--- src/verilog/pll_synth_pkg.sv ---
// constants shared by the synthesizer divider control block
// assumes one 100 MHz system clock and a 7.2 MHz crystal enable pulse
// Overview of operation
// crystal reference divider, 13 codes, stop, reserved
// two-bit path selector picks pin and mode
// unselected vco pins are pulled down
// direct mode uses programmable counter only
// swallow modes use 16/17 prescaler chain
// 4-bit swallow and 12-bit main down counters
// direct mode loads upper 12 data bits
// swallow modes load 12 main, 4 swallow
// counters reload through intermediate data buffer
// division data register is readable and writable
// software keeps division value within legal range
// comparator makes up/down requests from phases
// error pin drives high, low or floats
// two unlock flags, cleared on read
// software never writes reserved bits or codes
// up active low, down active high
// software polls flags slower than reference
// prescale 17 until swallow empty, then 16
// mode register reads zero after reset
package pll_synth_pkg;
	localparam logic [7:0] MODE_ADDR = 8'hf1;
	localparam logic [7:0] DATA_HI_ADDR = 8'hf2;
	localparam logic [7:0] DATA_LO_ADDR = 8'hf3;
	localparam logic [7:0] MODE_RESET = 8'h00;
	localparam logic [15:0] DATA_RESET = 16'h0000;
	// mode register field positions
	localparam int REF_SEL_LSB = 4;
	localparam int UNLOCK_HI_BIT = 3;
	localparam int UNLOCK_LO_BIT = 2;
	localparam int PATH_SEL_LSB = 0;
	// divider path codes
	localparam logic [1:0] PATH_OFF = 2'h0;
	localparam logic [1:0] PATH_VHF = 2'h1;
	localparam logic [1:0] PATH_HF = 2'h2;
	localparam logic [1:0] PATH_MF = 2'h3;
	// prescaler moduli, counted from zero
	localparam logic [4:0] PRESCALE_16_LAST = 5'h0f;
	localparam logic [4:0] PRESCALE_17_LAST = 5'h10;
	// reference divide ratios from 7.2 MHz crystal
	localparam logic [12:0] REF_DIV_1K = 13'd7200;
	localparam logic [12:0] REF_DIV_1K25 = 13'd5760;
	localparam logic [12:0] REF_DIV_2K5 = 13'd2880;
	localparam logic [12:0] REF_DIV_3K = 13'd2400;
	localparam logic [12:0] REF_DIV_5K = 13'd1440;
	localparam logic [12:0] REF_DIV_6K25 = 13'd1152;
	localparam logic [12:0] REF_DIV_9K = 13'd800;
	localparam logic [12:0] REF_DIV_10K = 13'd720;
	localparam logic [12:0] REF_DIV_12K5 = 13'd576;
	localparam logic [12:0] REF_DIV_18K = 13'd400;
	localparam logic [12:0] REF_DIV_20K = 13'd360;
	localparam logic [12:0] REF_DIV_25K = 13'd288;
	localparam logic [12:0] REF_DIV_50K = 13'd144;
	localparam logic [12:0] REF_DIV_NONE = 13'd0;
	localparam logic [3:0] REF_CODE_LAST = 4'hd;
	// default unlock detector error widths, system clocks per period
	localparam int UNLOCK_WIDTH_HI = 111;
	localparam int UNLOCK_WIDTH_LO = 222;
	typedef enum logic [1:0] {pfd_idle, pfd_up, pfd_down} pfd_state_t;
endpackage

--- src/verilog/pll_synth_divider_control.sv ---
// digital part of the frequency synthesizer: selector, divider, reference,
// phase comparator, error pin and unlock flags behind three sfr registers
// assumes vco inputs already squared and synchronous to sys_clk
module pll_synth_divider_control #(
	parameter int UNLOCK_HI_CYCLES = pll_synth_pkg::UNLOCK_WIDTH_HI,
	parameter int UNLOCK_LO_CYCLES = pll_synth_pkg::UNLOCK_WIDTH_LO
) (
	// clock and reset
	input wire logic sys_clk,
	input wire logic resetn,
	// crystal rate enable, one pulse per 7.2 MHz period
	input wire logic xtal_en,
	// special function register port
	input wire logic [7:0] sfr_addr,
	input wire logic [7:0] sfr_wdata,
	input wire logic sfr_wr,
	input wire logic sfr_rd,
	output logic [7:0] sfr_rdata,
	// vco inputs and their pull-downs
	input wire logic vco_high_band_in,
	input wire logic vco_low_band_in,
	output logic vco_high_pulldown,
	output logic vco_low_pulldown,
	// charge pump error pin, enable low while driven
	output logic phase_error_out,
	output logic phase_error_oe_n,
	// comparator requests
	output logic upper_request_n,
	output logic lower_request
);
	import pll_synth_pkg::*;

	// elaboration check: the error width counter is only 16 bits wide
	if (UNLOCK_HI_CYCLES < 1 || UNLOCK_LO_CYCLES < 1 || UNLOCK_HI_CYCLES > 65535 ||
		UNLOCK_LO_CYCLES > 65535) begin : bad_unlock_widths
		$error("unlock widths must lie in 1..65535");
	end

	// reference ratio per code, zero means stopped or reserved
	function automatic logic [12:0] ref_ratio(input logic [3:0] code);
		case (code)
			4'h1: ref_ratio = REF_DIV_1K;
			4'h2: ref_ratio = REF_DIV_1K25;
			4'h3: ref_ratio = REF_DIV_2K5;
			4'h4: ref_ratio = REF_DIV_3K;
			4'h5: ref_ratio = REF_DIV_5K;
			4'h6: ref_ratio = REF_DIV_6K25;
			4'h7: ref_ratio = REF_DIV_9K;
			4'h8: ref_ratio = REF_DIV_10K;
			4'h9: ref_ratio = REF_DIV_12K5;
			4'ha: ref_ratio = REF_DIV_18K;
			4'hb: ref_ratio = REF_DIV_20K;
			4'hc: ref_ratio = REF_DIV_25K;
			4'hd: ref_ratio = REF_DIV_50K;
			default: ref_ratio = REF_DIV_NONE;
		endcase
	endfunction

	logic [3:0] ref_sel;
	logic [1:0] path_sel;
	logic unlock_flag_hi;
	logic unlock_flag_lo;
	logic [15:0] division_data;
	logic [15:0] data_buffer;
	logic [12:0] ref_count;
	logic [4:0] prescale_count;
	logic [3:0] swallow_down_counter;
	logic [11:0] main_down_counter;
	logic vco_prev;
	pfd_state_t pfd_state;
	logic [15:0] error_count;

	// register decode
	wire sel_mode = (sfr_addr == MODE_ADDR);
	wire sel_hi = (sfr_addr == DATA_HI_ADDR);
	wire sel_lo = (sfr_addr == DATA_LO_ADDR);
	wire wr_mode = sfr_wr && sel_mode;
	wire mode_read = sfr_rd && sel_mode;
	wire [7:0] mode_value = {ref_sel, unlock_flag_hi, unlock_flag_lo, path_sel};
	wire [7:0] read_value = sel_mode ? mode_value :
		sel_hi ? division_data[15:8] :
		sel_lo ? division_data[7:0] : 8'h00;

	// stopped when the reference code is zero or reserved
	wire [12:0] ref_div = ref_ratio(ref_sel);
	wire running = (ref_div != REF_DIV_NONE) && (path_sel != PATH_OFF);
	wire direct_mode = (path_sel == PATH_MF);

	// pin selection and pull-downs
	wire use_high = (path_sel == PATH_VHF);
	wire use_low = (path_sel == PATH_HF) || (path_sel == PATH_MF);
	assign vco_high_pulldown = !use_high;
	assign vco_low_pulldown = !use_low;
	wire vco_sel = use_high ? vco_high_band_in : (use_low && vco_low_band_in);
	wire vco_edge = running && vco_sel && !vco_prev;

	// reference tick at the end of each reference period
	wire ref_tick = running && xtal_en && (ref_count == 13'd0);

	// prescaler: 17 while swallow count remains, 16 afterwards
	wire [4:0] prescale_last = (swallow_down_counter != 4'h0) ? PRESCALE_17_LAST :
		PRESCALE_16_LAST;
	wire prescale_out = vco_edge && (prescale_count == prescale_last);
	wire main_step = direct_mode ? vco_edge : prescale_out;
	wire div_tick = main_step && (main_down_counter <= 12'h001);
	// upper 12 bits go to the main counter, lower 4 only when swallowing
	wire [11:0] main_load = data_buffer[15:4];
	wire [3:0] swallow_load = direct_mode ? 4'h0 : data_buffer[3:0];

	// error width thresholds
	wire [15:0] hi_limit = 16'(UNLOCK_HI_CYCLES);
	wire [15:0] lo_limit = 16'(UNLOCK_LO_CYCLES);
	wire err_active = (pfd_state != pfd_idle);
	wire set_hi = ref_tick && (error_count >= hi_limit);
	wire set_lo = ref_tick && (error_count >= lo_limit);

	// mode register, flags set win over the read clear
	always_ff @(posedge sys_clk or negedge resetn) begin
		if (!resetn) begin
			ref_sel <= MODE_RESET[7:4];
			path_sel <= MODE_RESET[1:0];
			unlock_flag_hi <= 1'b0;
			unlock_flag_lo <= 1'b0;
		end else begin
			if (wr_mode) begin
				ref_sel <= sfr_wdata[REF_SEL_LSB +: 4];
				path_sel <= sfr_wdata[PATH_SEL_LSB +: 2];
			end
			unlock_flag_hi <= set_hi || (unlock_flag_hi && !mode_read);
			unlock_flag_lo <= set_lo || (unlock_flag_lo && !mode_read);
		end
	end

	// division data register and read port
	always_ff @(posedge sys_clk or negedge resetn) begin
		if (!resetn) begin
			division_data <= DATA_RESET;
			sfr_rdata <= 8'h00;
		end else begin
			if (sfr_wr && sel_hi) begin
				division_data[15:8] <= sfr_wdata;
			end
			if (sfr_wr && sel_lo) begin
				division_data[7:0] <= sfr_wdata;
			end
			if (sfr_rd) begin
				sfr_rdata <= read_value;
			end
		end
	end

	// reference divider on crystal enable
	always_ff @(posedge sys_clk or negedge resetn) begin
		if (!resetn) begin
			ref_count <= 13'd0;
		end else if (!running || wr_mode) begin
			ref_count <= 13'd0;
		end else if (xtal_en) begin
			ref_count <= (ref_count == 13'd0) ? ref_div - 13'd1 : ref_count - 13'd1;
		end
	end

	// data buffer: takes the register at each division end and while stopped, so
	// counters never change their reload value in mid-division
	always_ff @(posedge sys_clk or negedge resetn) begin
		if (!resetn) begin
			data_buffer <= DATA_RESET;
		end else if (!running || div_tick) begin
			data_buffer <= division_data;
		end
	end

	// division chain
	always_ff @(posedge sys_clk or negedge resetn) begin
		if (!resetn) begin
			vco_prev <= 1'b0;
			prescale_count <= 5'h00;
			swallow_down_counter <= 4'h0;
			main_down_counter <= 12'h000;
		end else begin
			vco_prev <= vco_sel;
			if (!running || div_tick) begin
				prescale_count <= 5'h00;
				swallow_down_counter <= swallow_load;
				main_down_counter <= main_load;
			end else begin
				if (vco_edge && !direct_mode) begin
					prescale_count <= prescale_out ? 5'h00 : prescale_count + 5'h01;
				end
				if (prescale_out && !direct_mode && swallow_down_counter != 4'h0) begin
					swallow_down_counter <= swallow_down_counter - 4'h1;
				end
				if (main_step) begin
					main_down_counter <= main_down_counter - 12'h001;
				end
			end
		end
	end

	// phase comparator: the earlier edge opens a request, the later closes it
	always_ff @(posedge sys_clk or negedge resetn) begin
		if (!resetn) begin
			pfd_state <= pfd_idle;
		end else if (!running) begin
			pfd_state <= pfd_idle;
		end else begin
			case (pfd_state)
				pfd_idle: begin
					if (div_tick && !ref_tick) begin
						pfd_state <= pfd_up;
					end else if (ref_tick && !div_tick) begin
						pfd_state <= pfd_down;
					end
				end
				pfd_up: begin
					if (ref_tick) begin
						pfd_state <= pfd_idle;
					end
				end
				pfd_down: begin
					if (div_tick) begin
						pfd_state <= pfd_idle;
					end
				end
				default: pfd_state <= pfd_idle;
			endcase
		end
	end

	// request outputs and error pin, floating when in phase
	assign upper_request_n = (pfd_state != pfd_up);
	assign lower_request = (pfd_state == pfd_down);
	assign phase_error_out = !upper_request_n;
	assign phase_error_oe_n = upper_request_n && !lower_request;

	// error width per reference period feeds the unlock flags;
	// software must poll slower than one period or it sees zeros
	always_ff @(posedge sys_clk or negedge resetn) begin
		if (!resetn) begin
			error_count <= 16'h0000;
		end else if (!running || ref_tick) begin
			error_count <= 16'h0000;
		end else if (err_active && error_count != 16'hffff) begin
			error_count <= error_count + 16'h0001;
		end
	end
endmodule

--- config.mk ---
export PLATFORM = sky130hd
export DESIGN_NAME = pll_synth_divider_control
export DESIGN_NICKNAME = d
export VERILOG_FILES = /design/src/verilog/pll_synth_pkg.sv /design/src/verilog/pll_synth_divider_control.sv
export SDC_FILE = /design/constraint.sdc
export NUM_CORES = 1
export LEC_CHECK = 0
export BUFFER_PORTS_ARGS = -buffer_cell sky130_fd_sc_hd__buf_2
export CORE_ASPECT_RATIO = 0.7
export CORE_UTILIZATION = 57
export DETAILED_ROUTE_END_ITERATION = 7
export PLACE_DENSITY = 0.76
export SYNTH_ARGS = -nofsm -noshare
export SYNTH_HDL_FRONTEND = slang
export SYNTH_SLANG_ARGS = --single-unit
export TNS_END_PERCENT = 20
--- constraint.sdc ---
create_clock -name sys_clk -period 6.62 [get_ports sys_clk]
set_clock_uncertainty 0.2 [all_clocks]
set_input_delay 0 -clock sys_clk [delete_from_list [all_inputs] [get_ports sys_clk]]
set_output_delay 0 -clock sys_clk [all_outputs]
set_load 0.02 [all_outputs]
After elaboration in Yosys (flattened, before gate mapping)
Memory sizes are Yosys's and may differ from the RTL's.
Index checks and enable logic that the tools add are counted.
Cells by class
  eq/ne operators: 14
  reductions and logical operators: 51
  multiplexer cells: 25
  magnitude comparators: 3
  $add $sub $neg: 6
Operators by type and width (count)
  2-to-1 mux 13 bit: 3
  2-to-1 mux 16 bit: 2
  subtractor 13 x 1 -> 13 bit, second input constant: 2
  equality test 8 bit, second input constant: 3
  2-to-1 mux 12 bit: 2
  2-to-1 mux 8 bit: 3
  logical AND 1 bit: 23
  2-to-1 mux 5 bit: 4
  adder 16 x 1 -> 16 bit, second input constant: 1
  >= comparator 16 x 7 -> 1 bit, second input constant: 1
  >= comparator 16 x 8 -> 1 bit, second input constant: 1
  inequality test 16 bit, second input constant: 1
  nonzero test 2 bit: 7
  zero test 13 bit: 1
  nonzero test 13 bit: 1
  <= comparator 12 x 1 -> 1 bit, second input constant: 1
  2-to-1 mux 4 bit: 3
  subtractor 12 x 1 -> 12 bit, second input constant: 1
  zero test 1 bit: 10
  2-to-1 mux 2 bit: 5
  equality test 2 bit, second input constant: 3
  logical OR 1 bit: 6
  one-hot mux 2 bit (3 select lines): 1
  adder 5 x 1 -> 5 bit, second input constant: 1
  other kinds (11): 13
Storage, ports and cells
  bits in read-only memories: 160
  memories kept: 1
  register bits: 101
  word-level logic and storage cells: 115
  output and inout port bits: 14
Memories
  (name not given): depth 16, bits a word 10, rd ports 1, clocked after Yosys merged registers in 0, wr ports 0, line pll_synth_divider_control.sv:41  | case (code)

Longest topological paths before layout
Gate-level depths: netlist of run 1.
  depth in word-level cells: 15
  mapped depth: 12
  gate-level depth less buffers: 10

Least setup slack after synthesis of run 1
Ideal clock, no wire load.
  kind: register to register
  start: register ref_sel[1]
  end: register data_buffer[0]
  arrival time: 2.399 ns
  buffers on the path: 2
  setup time: 0.127 ns
  slack: 3.894 ns
  stages on the path, launching flop included: 10
  clock period less this slack: 2.726 ns
  data required time: 6.293 ns
  path through: dfrtp_1 buf_4 inv_1 ha_1 o311ai_0 ha_1 o211ai_4 o221ai_4 buf_6 mux2_1
Between the ends
  longest elaborated chain between the ends: 9
Ends and longest elaborated chain
  start, declared: line pll_synth_divider_control.sv:59  | logic [3:0] ref_sel;
  start signal, assigned: line pll_synth_divider_control.sv:120  | ref_sel <= MODE_RESET[7:4];
  start signal, assigned: line pll_synth_divider_control.sv:126  | ref_sel <= sfr_wdata[REF_SEL_LSB +: 4];
  memory read (16 x 10 bit) (*)
  nonzero test 13 bit (*): line pll_synth_divider_control.sv:86  | wire running = (ref_div != REF_DIV_NONE) && (path_sel != PATH_OFF);
  logical AND 1 bit (*): line pll_synth_divider_control.sv:86
  logical AND 1 bit (2 in series): line pll_synth_divider_control.sv:95  | wire vco_edge = running && vco_sel && !vco_prev;
  logical AND 1 bit: line pll_synth_divider_control.sv:103  | wire prescale_out = vco_edge && (prescale_count == prescale_last);
  2-to-1 mux 1 bit: line pll_synth_divider_control.sv:104  | wire main_step = direct_mode ? vco_edge : prescale_out;
  logical AND 1 bit: line pll_synth_divider_control.sv:105  | wire div_tick = main_step && (main_down_counter <= 12'h001);
  logical OR 1 bit (*): line pll_synth_divider_control.sv:168  | end else if (!running || div_tick) begin
  end signal, assigned: line pll_synth_divider_control.sv:169  | data_buffer <= division_data;
  end, declared: line pll_synth_divider_control.sv:64  | logic [15:0] data_buffer;
Every way passes the cells marked *; elsewhere a longest branch is shown, timed or not.
A chain may end at the register's enable or synchronous reset.

Worst setup path after layout of run 1
  start: register ref_sel[1]
  end: register main_down_counter[1]
Between the ends
  longest elaborated chain between the ends: 10
Ends and longest elaborated chain
  memory read (16 x 10 bit) (*)
  nonzero test 13 bit (*): line pll_synth_divider_control.sv:86
  logical AND 1 bit (*): line pll_synth_divider_control.sv:86
  logical AND 1 bit (2 in series): line pll_synth_divider_control.sv:95
  logical AND 1 bit: line pll_synth_divider_control.sv:103
  2-to-1 mux 1 bit: line pll_synth_divider_control.sv:104
  logical AND 1 bit: line pll_synth_divider_control.sv:105
  logical OR 1 bit: line pll_synth_divider_control.sv:182  | if (!running || div_tick) begin
  2-to-1 mux 12 bit / nonzero test 2 bit (equally long branches)
  end signal, assigned: line pll_synth_divider_control.sv:185  | main_down_counter <= main_load;
  end signal, assigned: line pll_synth_divider_control.sv:194  | main_down_counter <= main_down_counter - 12'h001;
  end, declared: line pll_synth_divider_control.sv:68  | logic [11:0] main_down_counter;
Marks and branches as above.

==> flow_summary.ini, run 1 <==
[sta]
layout_min_cycle_time_ps = 3500
max_freq_ghz = 0.285
relSlewSlack_pct = 28.3
rsz0062_at_grt = no
timing.final.crit_share_pct = 52.9
max_slew.worst_pin.slew_ps = 1080
hold_viol = 0
slew_violations = 0
setup_violations = 0
fin_tns_setup_ps = 0
fin_hold_ws_ps = 105
fin_ws_ps = 3120

[synth]
yosysTopAreaCellShare_pct = 43.7
synth_area_leaders = dfrtp_1, mux2_2, nand2_1
synth_nets = 642
ys_types = 74
yosysTopAreaCell = dfrtp_1
ys_ff_latch = 101
synth_cells = 603
synth.avg_cell_area_um2 = 9.58
synth_edf_count = 0
ys.flop_type = dfrtp_1
ys_seq_area_share_pct = 43.7
ys_warn_count = 0
syn_area_mm2 = 0.00578
synth-async-reset-ratio_pct = 100

[placement]
dp.cells = 747
dp_hpwl_mm = 9.70
gp_congestion = 0.901
port_buffers = 36
placed_area_mm2 = 0.00602
pre_cts_slack_ps = 3170

[die]
die_w_um = 122
rows = 30
core-area_mm2 = 0.00976
die_y_um = 86.2
io_pins = 37
start_util_pct = 59.2
design.die.area_mm2 = 0.0106

[clock_network]
clk-insertion-delay-late_ps = 350
cts_max_level = 3
clk_path_buf_depth = 2
post_cts_buffers = 0
numCtsBuffers = 9
cts_tree = done
cts_sinks = 101
clkTransAtPathRegs_ps = 70
root_buffer = clkbuf_16
cts_resized = 0
hold_buffers = 18

[power]
peakVddDrop_mv = 0.139
power_leakage_nw = 2.84
power_density_mw_per_mm2 = 232

[worst_setup_path]
worstPathArrival_ps = 3540
cp_max_fo = 16
end_kind = flop
cp-start-kind = flop
crit_required_ps = 6660
r2r_setup_slack_ps = 3120
crit_type = flop to flop

[route]
viasPerCell = 6.17
drc = 0
drt_iter0_drc = 568
routedWlPerCell_um = 17.3
antenna_left = 0
wl_mm = 13.5
vias = 4817
drt_pass1_iterations = 5

[run_status]
status = finished clean

[global_routing]
grt_pass1_vias = 4513
gr-usage-all-layers_pct = 27.9
grt_max_degree = 84
antenna_found_initial = 0
grt_overflow_total = 0
grt_pass1_wl_mm = 22.7

[final_layout]
nNetsFinal = 687
post_layout_nonfiller_instances = 781
area_delta_synth_final_pct = 12.3
num_antenna_cells = 0
fin_area_mm2 = 0.00649
drive_above_1_share_pct = 15.9

[hold_path]
hold_path_class = primary input to flop

[flow_run]
max_cap_violations = 0
logic make-up (layout without fill, tap and decap cells):
family / Yosys count / count (layout) / synth area share [%]
XOR/XNOR: 24 / 24 / 3.64
buffers and inverters: 48 / 98 / 3.81
AND/OR/NAND/NOR: 232 / 232 / 19.5
AO/OA/AOI/OAI: 139 / 139 / 17.3
adder cells (fa/ha/maj): 16 / 16 / 3.46
multiplexers: 43 / 43 / 8.49
flip-flops: 101 / 101 / 43.7
area by class of cell:
cell class,count,area [µm²]
Fill cell,782,3270
Inverter,25,93.8
Multi-Input combinational cell,454,3030
Sequential cell,101,2530
Clock buffer,10,239
Tap cell,128,160
Timing Repair Buffer,57,385
Clock inverter,6,53.8
worst max-delay path, stage by stage (launching register included):
cell and delay (ps):
dfrtp_1 510, inv_1 130, ha_1 260, o311ai_0 440
ha_1 370, o211ai_4 170, o22ai_2 650, a21oi_1 340
o22a_1 320
cell usage in the layout, fill, tap and decap left out, types with 5 or more instances in the layout:
master	n
dfrtp_1	101
nand2_1	70
nor2_1	58
buf_2	35
o21ai_0	31
mux2_2	30
nand3_1	26
inv_1	25
a21oi_1	21
dlygate4sd3_1	18
ha_1	16
nor3_1	15
nand4_1	13
xnor2_1	13
xor2_1	11
o211ai_1	11
a31oi_1	10
a41oi_1	9
nand2b_1	9
clkbuf_16	9
mux2_1	8
o21a_1	7
nor4_1	6
and3_1	5
a211oi_1	5
or3_1	5
and2_1	5
path summary, 6_finish.rpt:
check / from / cells past startpoint / endpoint
hold / removal: sfr_wr / 3 / ref_sel[2]$_DFFE_PN0P_
setup reg to reg: ref_sel[1]$_DFFE_PN0P_ / 8 / main_down_counter[1]$_DFFE_PN0P_
setup / recovery: ref_sel[1]$_DFFE_PN0P_ / 8 / main_down_counter[1]$_DFFE_PN0P_
max in group asynchronous: resetn / 3 / ref_count[10]$_DFFE_PN0P_
min in group asynchronous: resetn / 3 / prescale_count[2]$_DFFE_PN0P_
hold reg to reg: unlock_flag_lo$_DFF_PN0_ / 2 / unlock_flag_lo$_DFF_PN0_
synth_stat cells, types with 10 or more instances:
master    number
ha_1          16
a21oi_1       21
inv_1         25
nor2_1        58
xnor2_1       13
xor2_1        11
nor3_1        15
a31oi_1       10
nand3_1       26
mux2_2        30
nand2_1       70
nand4_1       13
o21ai_0       31
dfrtp_1      101
o211ai_1      11
state kept, by name, summed over array words and instances (netlist names):
name,cells
prescale_count,5
main_down_counter,12
sfr_rdata,8
ref_sel,4
path_sel,2
swallow_down_counter,4
vco_prev,1
ref_count,13
data_buffer,16
unlock_flag_hi,1
division_data,16
pfd_state,2
unlock_flag_lo,1
error_count,16
stage by stage:
step | utilization (%) | power, mW
2_1_floorplan | - | 0.901
3_3_place_gp | 61.7 | 0.976
3_5_place_dp | 61.7 | 0.985
4_1_cts | 66.5 | 1.51
5_1_grt | 66.5 | 1.58
6_report | 66.5 | 1.51
power breakdown:
part / total (mW) / switching, mW / leakage [nW] / internal [mW]
registers: 0.676 / 0.0321 / 1.39 / 0.644
clock network: 0.519 / 0.246 / 0.147 / 0.273
logic: 0.312 / 0.195 / 1.31 / 0.117
metal layers:
layer  global-route usage (%)  share of wire (%)
met5                        0                  0
met4                     7.65                1.3
met3                     5.92                6.7
met2                     40.7                 45
met1                     41.9                 48
Note: power is estimated with default switching activity, not from simulation.
==> run 2: changes to the inputs <==
==> constraint.sdc (replaced) <==
create_clock -name sys_clk -period 3.45 [get_ports sys_clk]
set_clock_uncertainty 0.2 [all_clocks]
set_input_delay 0 -clock sys_clk [delete_from_list [all_inputs] [get_ports sys_clk]]
set_output_delay 0 -clock sys_clk [all_outputs]
set_load 0.02 [all_outputs]
==> run 2 against run 1 <==
- clock power increased by 93%
- worst hold slack got worse by 16 ps
- critical path depth increased by 1
- count of clock-buffer cells in the layout decreased by 1
- final cell count increased by 1.0%
- register-to-register slack got worse by 3000 ps
- sequential share of layout area decreased by 0.43 points
- via count increased by 3.6%
- cell area increased by 1.1%
- first-iteration DRC count decreased by 13%
- sequential power increased by 92%
- critical endpoint is now main_down_counter[0]$_DFFE_PN0P_
- largest power group unchanged
==> flow_summary.ini, run 2 (same netlist as run 1, synthesis figures left out) <==
[clock_network]
cts_sinks = 101
root_buffer = clkbuf_16
clk_path_buf_depth = 2
numCtsBuffers = 9
clkTransAtPathRegs_ps = 80
cts_max_level = 3
cts_tree = done
clk-insertion-delay-late_ps = 350

[worst_setup_path]
crit_chain = inv_1 > ha_1 > o311ai_0 > ha_1 > o211ai_4 > o22ai_2 > buf_4 > o22ai_1 > a22oi_1
cp-start-kind = flop
cp.depth = 9
end_kind = flop
r2r_end = main_down_counter[0]$_DFFE_PN0P_
worstPathArrival_ps = 3350
crit_required_ps = 3510
crit_buf_inv = 2
r2r-start = ref_sel[1]$_DFFE_PN0P_
cp_common_cell = ha_1
r2r_setup_slack_ps = 160
slowest_stage = dfrtp_1
ff2ff_path_depth = 9
crit_type = flop to flop
cp_max_fo = 11
crit_family = compound AO/OA/AOI/OAI gates
critPathMaxStageDelay_ps = 530

[die]
die_y_um = 86.2
design.die.area_mm2 = 0.0106
io_pins = 37
rows = 30
core-area_mm2 = 0.00976
die_w_um = 122
start_util_pct = 59.2

[power]
power_density_mw_per_mm2 = 445
power_leakage_nw = 2.88
peakVddDrop_mv = 0.354

[final_layout]
reg_top3 = data_buffer: 16 flops, division_data: 16 flops, error_count: 16 flops
nNetsFinal = 695
layout_commonest_cell = dfrtp_1
area_delta_synth_final_pct = 13.6
drive_above_1_share_pct = 17.2
num_antenna_cells = 0
final_cell_mix = dfrtp_1, nand2_1, nor2_1

[sta]
relSlewSlack_pct = 34.4
max_slew.worst_pin.slew_ps = 978
rsz0062_at_grt = no
fin_ws_ps = 157
max_freq_ghz = 0.304
timing.final.crit_share_pct = 95.5
hold_viol = 0
setup_violations = 0
fin_tns_setup_ps = 0
layout_min_cycle_time_ps = 3290
slew_violations = 0

[placement]
pre_cts_slack_ps = 267
port_buffers = 36
gp_congestion = 0.913
dp_hpwl_mm = 9.90

[route]
drc = 0
antenna_left = 0
vias = 4990
viasPerCell = 6.32
routedWlPerCell_um = 17.9
wl_mm = 14.1
drt_pass1_iterations = 5
drt_iter0_drc = 497

[global_routing]
met2_usage_pct = 42.8
grt_overflow_total = 0
grt.met1_usage_pct = 41.3
grt_pass1_wl_mm = 22.9
busiest_layer = met2
grt_pass1_vias = 4628
gr-usage-all-layers_pct = 28.2
grt_use_met3_pct = 5.39
grt_max_degree = 69
antenna_found_initial = 0

[run_status]
status = finished clean

[flow_run]
max_cap_violations = 0

[hold_path]
hold_path_class = primary input to asynchronous set/reset pin
-- run 2: cell count changes in the layout (fill, tap and decap cells not counted), sizes merged --
cell,delta
dlygate4sd3,-1
clkinv,-1
inv,+1
clkinvlp,+1
clkbuf,-1
buf,+9
-- run 2: area by class of cell --
type	instances	area (µm²)
Fill cell	772	3200
Multi-Input combinational cell	454	3030
Sequential cell	101	2530
Timing Repair Buffer	65	455
Clock buffer	9	225
Tap cell	128	160
Inverter	25	93.8
Clock inverter	7	67.6
-- run 2: what timing repair did --
| item | CTS | global route |
|---|---|---|
| setup endpoints to repair | 0 | 13 |
| endpoints found under the hold margin | 108 | 0 |
| resized for setup | 0 | 1 |
| buffers inserted | 0 | 0 |
| hold buffers | 17 | 0 |
-- run 2: worst register-to-register path, delay by kind of cell (launching register included) --
| kind | cells | cell delay (ps) |
|---|---|---|
| compound gates | 5 | 1400 |
| buf+inv | 2 | 410 |
| fa+ha+maj | 2 | 660 |
| flops | 1 | 530 |
-- run 2: metrics by stage --
step                total power [mW]  util [%]  hold WS (ps)  instances  cell area, µm²
finish                          2.92      67.2          89.3        789            6560
global route                    3.04      67.2           141        789            6560
CTS                             2.92      67.2          83.9        789            6560
detailed placement              1.91      62.5         -32.8        756            6100
global placement                1.89      62.5         -45.5        756            6100
floorplan                       1.73         -          -496        603            5780
-- run 2: power breakdown --
| part | leakage (nW) | switching (mW) | internal, mW |
|---|---|---|---|
| Sequential | 1.39 | 0.0608 | 1.24 |
| Clock | 0.140 | 0.492 | 0.507 |
| Combinational | 1.36 | 0.385 | 0.238 |
| Total | 2.88 | 0.938 | 1.98 |
-- run 2: per-layer routing --
layer	part of all wire, %	vias up
met2	46	227
met3	6.6	21
li1	-	2289
met4	1.4	0
met1	46	2453
met5	0	-
-- run 2: worst max-delay path by stage --
| stage | from | end | slack (ps) |
|---|---|---|---|
| after floorplan | ref_sel[1]$_DFFE_PN0P_ | data_buffer[0]$_DFFE_PN0P_ | 720 |
| after global placement | ref_sel[0]$_DFFE_PN0P_ | ref_count[3]$_DFFE_PN0P_ | 410 |
| after detailed placement | ref_sel[1]$_DFFE_PN0P_ | ref_count[0]$_DFFE_PN0P_ | 270 |
| after CTS | ref_sel[1]$_DFFE_PN0P_ | ref_count[0]$_DFFE_PN0P_ | 170 |
| after global routing | ref_sel[1]$_DFFE_PN0P_ | main_down_counter[0]$_DFFE_PN0P_ | 30 |
| final | ref_sel[1]$_DFFE_PN0P_ | main_down_counter[0]$_DFFE_PN0P_ | 160 |
